File: src/rtl/gain_cfg_defs.svh
// offsets, field positions, reset values and codes of the gain and energy mode register
// ==========================================================================
// Notes on behaviour
// - Bits 1:0 set the current gain: code 00 is 1, 01 is 2, 10 is 4, 11 is reserved.
// - Bits 6:5 set the voltage gain: code 00 is 1, 01 is 2, 10 is 4, 11 is reserved.
// - Bit 2 set sums absolute phase energies into total and line-cycle energy, else signed.
// - Bit 3 clear drops a phase's energy from totals under the no-load power threshold.
`ifndef GAIN_CFG_DEFS_SVH
`define GAIN_CFG_DEFS_SVH

`define GAIN_REG_OFFSET 8'h18
`define GAIN_REG_RESET 8'h00
`define CUR_GAIN_LSB 0
`define CUR_GAIN_MSB 1
`define SUM_ABS_BIT 2
`define NO_LOAD_BIT 3
`define TEST0_BIT 4
`define VOLT_GAIN_LSB 5
`define VOLT_GAIN_MSB 6
`define TEST1_BIT 7
`define GAIN_CODE_X1 2'h0
`define GAIN_CODE_X2 2'h1
`define GAIN_CODE_X4 2'h2
`define GAIN_CODE_RSV 2'h3

`endif

File: src/rtl/gain_cfg_pkg.sv
// types of the gain and energy mode register block
package gain_cfg_pkg;
	typedef struct packed {
		logic [7:0] cfg;
		logic [31:0] prdata;
		logic pready;
		logic pslverr;
		logic [2:0] cur_mult;
		logic [2:0] volt_mult;
		logic absolute_sum_mode;
		logic no_load_suppress;
		logic gain_reserved;
		logic test_bits_set;
	} gain_cfg_state_t;
endpackage : gain_cfg_pkg

File: src/rtl/gain_and_accumulation_config.sv
// apb slave holding the input gain and energy accumulation mode register
`timescale 1ns/100ps
`include "gain_cfg_defs.svh"
module gain_and_accumulation_config
	import gain_cfg_pkg::*;
(
	input wire logic pclk, // bus clock, 10 MHz
	input wire logic presetn, // async reset, active low
	input wire logic psel, // slave select
	input wire logic penable, // access phase
	input wire logic pwrite, // 1 write, 0 read
	input wire logic [7:0] paddr, // byte address
	input wire logic [31:0] pwdata, // write data
	output logic [31:0] prdata, // read data
	output logic pready, // transfer done
	output logic pslverr, // unmapped address
	output logic [2:0] cur_mult, // current gain factor 1, 2 or 4, or 0 for the reserved code
	output logic [2:0] volt_mult, // voltage gain factor 1, 2 or 4, or 0 for the reserved code
	output logic absolute_sum_mode, // sum absolute phase energies
	output logic no_load_suppress, // drop energy under no-load threshold
	output logic gain_reserved, // a reserved gain code is held
	output logic test_bits_set // a factory-test bit is nonzero
);
	// ==================================================================
	// state
	// every output is a field of this copy, so each one leaves a flip-flop
	gain_cfg_state_t cur;
	gain_cfg_state_t next_st;

	// ==================================================================
	// bus decode
	// an access is taken only while pready is low, so the pready cycle
	// of the same access phase is never taken a second time
	function automatic logic access_taken(
		input logic sel, // slave select
		input logic enable, // access phase
		input logic ready // answer already given
	);
		access_taken = sel & enable & ~ready;
	endfunction : access_taken

	// the whole byte address is compared, so no alias of the register exists
	function automatic logic addr_hit(
		input logic [7:0] addr // byte address
	);
		addr_hit = (addr == `GAIN_REG_OFFSET);
	endfunction : addr_hit

	// the register sits in the low byte; the upper lanes read as zero
	function automatic logic [31:0] read_word(
		input logic [7:0] value // stored register byte
	);
		read_word = {24'h00_0000, value};
	endfunction : read_word

	// ==================================================================
	// field decode
	function automatic logic [1:0] cur_code(
		input logic [7:0] value // register byte
	);
		cur_code = value[`CUR_GAIN_MSB:`CUR_GAIN_LSB];
	endfunction : cur_code

	function automatic logic [1:0] volt_code(
		input logic [7:0] value // register byte
	);
		volt_code = value[`VOLT_GAIN_MSB:`VOLT_GAIN_LSB];
	endfunction : volt_code

	// reserved code gives factor 0 so downstream sees no valid gain
	function automatic logic [2:0] gain_factor(
		input logic [1:0] code // two-bit gain code
	);
		case (code)
			`GAIN_CODE_X1: begin
				gain_factor = 3'h1;
			end
			`GAIN_CODE_X2: begin
				gain_factor = 3'h2;
			end
			`GAIN_CODE_X4: begin
				gain_factor = 3'h4;
			end
			default: begin
				gain_factor = 3'h0;
			end
		endcase
	endfunction : gain_factor

	function automatic logic code_reserved(
		input logic [1:0] code // two-bit gain code
	);
		code_reserved = (code == `GAIN_CODE_RSV);
	endfunction : code_reserved

	// the factory-test bits are only watched, never acted on
	function automatic logic test_bits(
		input logic [7:0] value // register byte
	);
		test_bits = value[`TEST0_BIT] | value[`TEST1_BIT];
	endfunction : test_bits

	// ==================================================================
	// next state
	always_comb begin
		logic [7:0] value;
		logic take;
		logic hit;
		logic wr;
		logic rd;
		value = cur.cfg;
		take = access_taken(psel, penable, cur.pready);
		hit = addr_hit(paddr);
		wr = take & hit & pwrite;
		rd = take & hit & ~pwrite;
		next_st = cur;

		// one wait state: ready rises in the cycle after the first access cycle
		next_st.pready = take;
		// an unmapped address is answered and flagged, and nothing is stored
		next_st.pslverr = take & ~hit;

		// the write lands at the edge that ends the first access cycle, so the
		// derived outputs already show it in the pready cycle
		if (wr) begin
			// test bits stored as written so misuse stays visible
			value = pwdata[7:0];
		end
		next_st.cfg = value;

		// read data stands for the pready cycle only and is zero otherwise
		if (rd) begin
			next_st.prdata = read_word(cur.cfg);
		end else begin
			next_st.prdata = 32'h0000_0000;
		end

		// derived outputs follow the byte that the register will hold
		next_st.cur_mult = gain_factor(cur_code(value));
		next_st.volt_mult = gain_factor(volt_code(value));
		next_st.absolute_sum_mode = value[`SUM_ABS_BIT];
		next_st.no_load_suppress = ~value[`NO_LOAD_BIT];
		next_st.gain_reserved = code_reserved(cur_code(value)) |
			code_reserved(volt_code(value));
		next_st.test_bits_set = test_bits(value);
	end

	// ==================================================================
	// state register
	always_ff @(posedge pclk or negedge presetn) begin
		if (!presetn) begin
			cur.cfg <= `GAIN_REG_RESET;
			cur.prdata <= 32'h0000_0000;
			cur.pready <= 1'b0;
			cur.pslverr <= 1'b0;
			cur.cur_mult <= 3'h1;
			cur.volt_mult <= 3'h1;
			cur.absolute_sum_mode <= 1'b0;
			cur.no_load_suppress <= 1'b1;
			cur.gain_reserved <= 1'b0;
			cur.test_bits_set <= 1'b0;
		end else begin
			cur <= next_st;
		end
	end

	// ==================================================================
	// outputs
	assign prdata = cur.prdata;
	assign pready = cur.pready;
	assign pslverr = cur.pslverr;
	assign cur_mult = cur.cur_mult;
	assign volt_mult = cur.volt_mult;
	assign absolute_sum_mode = cur.absolute_sum_mode;
	assign no_load_suppress = cur.no_load_suppress;
	assign gain_reserved = cur.gain_reserved;
	assign test_bits_set = cur.test_bits_set;
endmodule : gain_and_accumulation_config

File: config.mk
export PLATFORM = sky130hd
export DESIGN_NAME = gain_and_accumulation_config
export DESIGN_NICKNAME = d
export VERILOG_FILES = /design/src/rtl/gain_cfg_pkg.sv /design/src/rtl/gain_and_accumulation_config.sv
export VERILOG_INCLUDE_DIRS = /design/src /design/src/rtl
export SDC_FILE = /design/constraint.sdc
export NUM_CORES = 1
export LEC_CHECK = 0
export ABC_CLOCK_PERIOD_IN_PS = 1400
export CAP_MARGIN = 15
export CORE_ASPECT_RATIO = 1.1
export CORE_UTILIZATION = 50
export CTS_CLUSTER_DIAMETER = 100
export CTS_CLUSTER_SIZE = 40
export DETAILED_ROUTE_END_ITERATION = 8
export DONT_BUFFER_PORTS = 1
export PLACE_DENSITY_LB_ADDON = 0.08
export SLEW_MARGIN = 20
export SYNTH_ARGS = -nofsm -noshare
export SYNTH_HDL_FRONTEND = slang
export SYNTH_SLANG_ARGS = --single-unit
File: constraint.sdc
create_clock -name pclk -period 1.4 [get_ports pclk]
set_input_delay 0.28 -clock pclk [delete_from_list [all_inputs] [get_ports pclk]]
set_output_delay 0.28 -clock pclk [all_outputs]
set_load 0.02 [all_outputs]
== Yosys cells after proc, flatten, opt, wreduce, memory -nomap -nowiden ==
Cells that the tools add are included.

* Output and inout port bits: 44
* Input port bits: 45
* Logic and storage cells: 35
* Register bits after elaboration: 52

* Bitwise logic cells: 12
* Reduce and logical (&&, ||, !) cells: 2
* Equal/unequal tests: 7
* Multiplexer cells: 4

{| class="wikitable"
|+ Operators with widths
! kind !! count
|-
| one-hot mux 3 bit (3 select lines) || 2
|-
| 2-to-1 mux 8 bit || 2
|-
| equality test 2 bit, second input constant || 4
|-
| equality test 8 x 5 -> 1 bit, second input constant || 1
|-
| bitwise AND 1 bit || 6
|-
| equality test 2 x 1 -> 1 bit, second input constant || 2
|-
| logical NOT 2 bit || 2
|-
| inverter 1 bit || 4
|-
| OR 1 bit || 2
|}

== Logic depth before layout (Yosys ltp) ==
Gate-level depths: netlist of run 1.

* Depth in word-level cells: 7
* Depth in mapped cells: 4

== Least setup slack after synthesis of run 1 ==
Ideal clock, no wire load.

* Path kind: register to register
* Start point: register pready (netlist name)
* End point: register cur[44] (netlist name)
* Arrival: 1.387 ns
* Stages on the path, launching flop included: 5
* Slack: -0.113 ns
* Path buffers: 1
* Library setup time: 0.125 ns
* Cells stage by stage: dfrtp_1 and3b_1 nand4_4 buf_6 mux2_4

{| class="wikitable"
|+ RTL lines
! element !! RTL line !! source
|-
| end signal, assigned || gain_and_accumulation_config.sv:163 || <nowiki>cur <= next_st;</nowiki>
|-
| end, declared || gain_and_accumulation_config.sv:27 || <nowiki>gain_cfg_state_t cur;</nowiki>
|}

==> results of run 1 <==
[metrics by stage]
stage	hold WS [ns]	TNS, ns	util (%)	instances
after CTS	0.07585	0	52.58	142
after global routing	0.06060	-0.07575	52.88	143
after global placement	-0.01510	0	49.85	135
final	0.07971	0	52.88	143
after floorplan	-0.01559	-0.2264	-	137
after detailed placement	-0.01510	0	49.85	135
[cell usage after synthesis (all sizes together)]
library cell | number | area (um2)
mux2 | 10 | 123.9
and2 | 8 | 50.05
buf | 39 | 296.5
and4bb | 1 | 12.51
dfrtp | 24 | 600.6
and3b | 1 | 8.760
nand2b | 8 | 50.05
nor2 | 6 | 22.52
conb | 1 | 3.750
a21boi | 1 | 7.510
and4b | 1 | 10.01
a22oi | 2 | 15.01
nor4 | 1 | 21.27
dfstp | 3 | 78.83
mux2i | 7 | 70.07
nand4 | 1 | 21.27
[cells by family after synthesis]
logic type,after synthesis,share of synthesized area [%]
other cells,1,0.2693
buf+inv,39,21.29
compound gates,3,1.617
flops,27,48.79
simple gates,27,14.11
mux,17,13.93
[state kept, by name, indices dropped and copies added (netlist names)]
register / cells
pslverr: 1
gain_reserved: 1
cur_mult: 3
no_load_suppress: 1
volt_mult: 3
test_bits_set: 1
pready: 1
prdata: 8
cur: 8
[power by group]
| group | internal (uW) | total, uW | leakage, uW | switching, uW |
|---|---|---|---|---|
| sequential | 792 | 806 | 0.000365 | 13.6 |
| clock | 109 | 345 | 0.0000139 | 236 |
| combinational | 30.7 | 116 | 0.000344 | 85.6 |
[placed cells by master, fill, tap and decap left out, types with 2 or more instances in the layout]
cell	n
clkbuf_4	3
a22oi_1	2
nand2b_1	8
conb_1	24
mux2_4	3
mux2_2	7
and2_1	8
dfstp_2	3
dlygate4sd3_1	2
mux2i_1	7
buf_4	6
nor2_1	6
buf_12	2
dfrtp_1	24
[what timing repair did]
| item | 4_1_cts | 5_1_grt |
|---|---|---|
| setup endpoints to repair | 0 | 7 |
| hold buffers | 3 | 0 |
| gates resized for setup | 0 | 0 |
| setup buffers | 0 | 1 |
| hold endpoints to repair | 28 | 0 |
[layout make-up]
cell class | count | area, um2
Clock buffer | 3 | 22.52
Fill cell | 226 | 1210
Sequential cell | 27 | 679.4
Multi-Input combinational cell | 71 | 504.2
Clock inverter | 1 | 7.507
Tap cell | 31 | 38.79
Timing Repair Buffer | 10 | 105.1
[routing by layer]
metal	global-route usage, %	part of all wire, %
met4	7.895	0.86
met2	22.06	53
met3	3.733	8.1
met5	0	0
met1	15.67	38
[worst min path at each step]
stage | end | slack (ns) | startpoint
2_1_floorplan | cur[44] | -0.02 | presetn
3_3_place_gp | prdata[2] | -0.02 | presetn
3_5_place_dp | prdata[2] | -0.02 | presetn
4_1_cts | volt_mult[1] | 0.08 | pwdata[5]
5_1_grt | cur_mult[1] | 0.06 | pwdata[0]
6_report | volt_mult[1] | 0.08 | pwdata[5]
[worst register-to-register path, cell delays in order (launching register included)]
cell     delay (ns)
dfrtp_1        0.41
and3b_2        0.28
nand4_4        0.09
buf_12         0.17
mux2_4         0.30
==> results_dict.tcl, run 1 <==
set metrics [dict create \
    fp.dieH_um 57.35 \
    layout.nets 158 \
    drv_slew 0 \
    fin_skew_ns 0.001911 \
    wire_per_inst_um 12.99 \
    reg2reg_depth 4 \
    hold_path_class "in2reg" \
    hold_violations 0 \
    drv_cap 0 \
    syn_avg_cell_area_um2 12.22 \
    p_leak_uw 0.0007231 \
    cts_root_buf "clkbuf_4" \
    start_kind "register" \
    status "finished clean" \
    die-area_um2 3001 \
    cts_buffers 3 \
    antenna_left 0 \
    htreeDepth 1 \
    cts_tree "done" \
    io_pins 89 \
    pre_cts_ws_ns 0.03747 \
    die_width_um 52.32 \
    totalWireLength_um 1858 \
    required_ns 1.63 \
    slowest_delay_ns 0.41 \
    cpMaxStageDelayCell "dfrtp_1" \
    syn2layout_area_growth_pct -2.516 \
    antenna_cells 0 \
    min_period_over_period_pct 95.76 \
    rr_endpoint "cur[49]" \
    port_buffers 0 \
    r2r_start "pready" \
    critPathMaxFanout 14 \
    drive_gt1_share_pct 25.89 \
    timing.final.ws_setup_ns 0.05940 \
    core_area_um2 2567 \
    cp.buffers_inverters 1 \
    crit_path_end_kind "register" \
    dp_hpwl_um 1319 \
    vias_per_cell 4.748 \
    ff2ff_setup_slack_ns 0.06 \
    cts_sinks 27 \
    drt-pass1-iter-count 3 \
    rows 19 \
    rsz0062_at_grt "true" \
    gp_congestion 0.6870 \
    synthCells 114 \
    route.vias.total 679 \
    finalPower_uw 1267 \
    crit_start "pready" \
    gr-total-overflow 0 \
    yosysSeqAreaShare_pct 48.79 \
    grt_max_degree 28 \
    drc 0 \
    crit_type "reg2reg" \
    yosysWarnings 0 \
    setup_viol 0 \
    syn_area_um2 1393 \
    final_area_um2 1358 \
    p_per_area_nw_per_um2 933.3 \
    ir_drop_uv 489.4 \
    clk_pin_slew_ns 0.15 \
    fmax_mhz 745.9 \
    clock_path_buffers 2 \
    grt_pass1_wl_um 2960 \
    period_needed_ns 1.341 \
    ys_types 18 \
    hold_depth 2 \
    start_util_pct 54.24 \
    ys_ff_latch 27 \
    antenna_found_initial 0 \
    cp-endpoint "cur[49]" \
    crit_chain "and3b_2, nand4_4, buf_12, mux2_4" \
    grt_pass1_vias 672 \
    clk_latency_ns 0.32 \
    cpLargestDelayFamily "flip-flops" \
    path_depth 4 \
    grt_util_all_layers_pct 13.57 \
    placed_area_um2 1280 \
    initialDrtViolationCount 4 \
    arrival_ns 1.57 \
]
Power figures use the tool's default switching activity.
==> run 2: changes to the inputs <==
--- a/config.mk
+++ b/config.mk
@@ -15,6 +15,7 @@
 export DETAILED_ROUTE_END_ITERATION = 8
 export DONT_BUFFER_PORTS = 1
 export PLACE_DENSITY_LB_ADDON = 0.08
+export RECOVER_POWER = 100
 export SLEW_MARGIN = 20
 export SYNTH_ARGS = -nofsm -noshare
 export SYNTH_HDL_FRONTEND = slang
==> run 2 against run 1 <==
  * Global-route usage unchanged
  * Sequential share of layout area up 0.56 points
  * Via count unchanged
  * Die area unchanged
  * Cell area down 1.1%
  * Utilization down 0.58 points
  * Routed wire length down 0.16%
  * Combinational power down 5%
  * Critical path type unchanged
  * Critical endpoint unchanged
  * Largest cell class unchanged
==> results_dict.tcl, run 2 (same netlist as run 1, synthesis figures left out) <==
set metrics [dict create \
    cts_buffers 3 \
    antenna_found_initial 0 \
    timing.final.ws_setup_ns 0.05927 \
    hold_path_class "in2reg" \
    p_per_area_nw_per_um2 939.6 \
    die_width_um 52.32 \
    layout.nets 158 \
    htreeDepth 1 \
    syn2layout_area_growth_pct -3.594 \
    antenna_left 0 \
    pre_cts_ws_ns 0.03747 \
    cts_sinks 27 \
    period_needed_ns 1.341 \
    crit_path_end_kind "register" \
    io_pins 89 \
    dp_hpwl_um 1319 \
    drt-pass1-iter-count 3 \
    fmax_mhz 745.9 \
    required_ns 1.63 \
    cts_root_buf "clkbuf_4" \
    finalPower_uw 1261 \
    tns_ns 0 \
    clock_path_buffers 2 \
    initialDrtViolationCount 4 \
    clk_latency_ns 0.32 \
    start_util_pct 54.24 \
    max_slew_margin_pct 56.02 \
    nFillCells 228 \
    wire_per_inst_um 12.97 \
    route.vias.total 679 \
    grt_pass1_vias 672 \
    setup_viol 0 \
    grt_max_degree 28 \
    final_cell_mix "conb_1 (24), dfrtp_1 (24), and2_1 (8), nand2b_1 (8)" \
    totalWireLength_um 1855 \
    ir_drop_uv 488.7 \
    die-area_um2 3001 \
    arrival_ns 1.57 \
    gr-total-overflow 0 \
    status "finished clean" \
    drv_cap 0 \
    ctsResizeCount 0 \
    port_buffers 0 \
    fp.dieH_um 57.35 \
    start_kind "register" \
    cts_tree "done" \
    drv_slew 0 \
    critPathMaxFanout 14 \
    min_period_over_period_pct 95.77 \
    numPlacedInstances 135 \
    rsz0062_at_grt "true" \
    finalNonFillerCells 143 \
    grt_util_all_layers_pct 13.57 \
    drc 0 \
    reg.largest.list "cur (8), prdata (8)" \
    drive_gt1_share_pct 25.89 \
    rows 19 \
    crit_type "reg2reg" \
    fin_skew_ns 0.002007 \
    clk_pin_slew_ns 0.15 \
    p_leak_uw 0.0007178 \
    hold_violations 0 \
    core_area_um2 2567 \
    worst_pin_slew_ns 0.6598 \
    grt_pass1_wl_um 2960 \
    antenna_cells 0 \
    vias_per_cell 4.748 \
    gp_congestion 0.6870 \
]
==> run 2: cell type report <==
type	instances	area, um2	share of cell area (%)
sequential	27	679.4	50.61
multi-input combinational	71	504.2	37.56
timing repair buffer	10	90.09	6.710
tap	31	38.79	2.889
clock buffer	3	22.52	1.678
clock inverter	1	7.507	0.5592
==> run 2: through the flow <==
stage / utilization [%] / cell area (um2) / hold slack [ns]
finish: 52.29 / 1343 / 0.07971
global route: 52.29 / 1343 / 0.06060
CTS: 52.58 / 1350 / 0.07585
detailed placement: 49.85 / 1280 / -0.01510
global placement: 49.85 / 1280 / -0.01510
floorplan: - / 1484 / -0.01559
==> run 2: report_power, final <==
group	total, uW	switching, uW	internal, uW	leakage (uW)
Sequential	806	13.6	792	0.000365
Combinational	110	84.6	25.8	0.000339
Clock	345	236	109	0.0000139
==> run 2: timing repair <==
| item | 4_1_cts | 5_1_grt |
|---|---|---|
| hold endpoints to repair | 28 | 0 |
| hold buffers | 3 | 0 |
| endpoints found under the setup margin | 0 | 7 |
| setup buffers | 0 | 1 |
==> run 2: worst max-delay path, stage by stage, from the launching register on <==
cell,delay [ns]
dfrtp_1,0.41
and3b_2,0.28
nand4_4,0.09
buf_12,0.17
mux2_4,0.29
==> run 2: path summary, 6_finish.rpt <==
| check | startpoint | to | slack, ns | depth (start not counted) |
|---|---|---|---|---|
| worst max-delay path | pready | cur[49] | 0.06 | 4 |
| worst min-delay path | pwdata[5] | volt_mult[1] | 0.08 | 2 |
| worst max register to register | pready | cur[49] | 0.06 | 4 |
| worst min register to register | cur[47] | no_load_suppress | 0.44 | 1 |
| max in group asynchronous | presetn | gain_reserved | 0.48 | 2 |
| min in group asynchronous | presetn | test_bits_set | 0.50 | 2 |
==> run 2: layer usage <==
layer | part of all wire (%) | track usage, % | wire length, um | vias to the layer above
met2 | 53 | 22.06 | 985 | 38
met4 | 0.86 | 7.895 | 16 | 0
met5 | 0 | 0 | 0 | -
met3 | 8.1 | 3.733 | 151 | 2
li1 | - | - | - | 304
met1 | 38 | 15.67 | 702 | 335
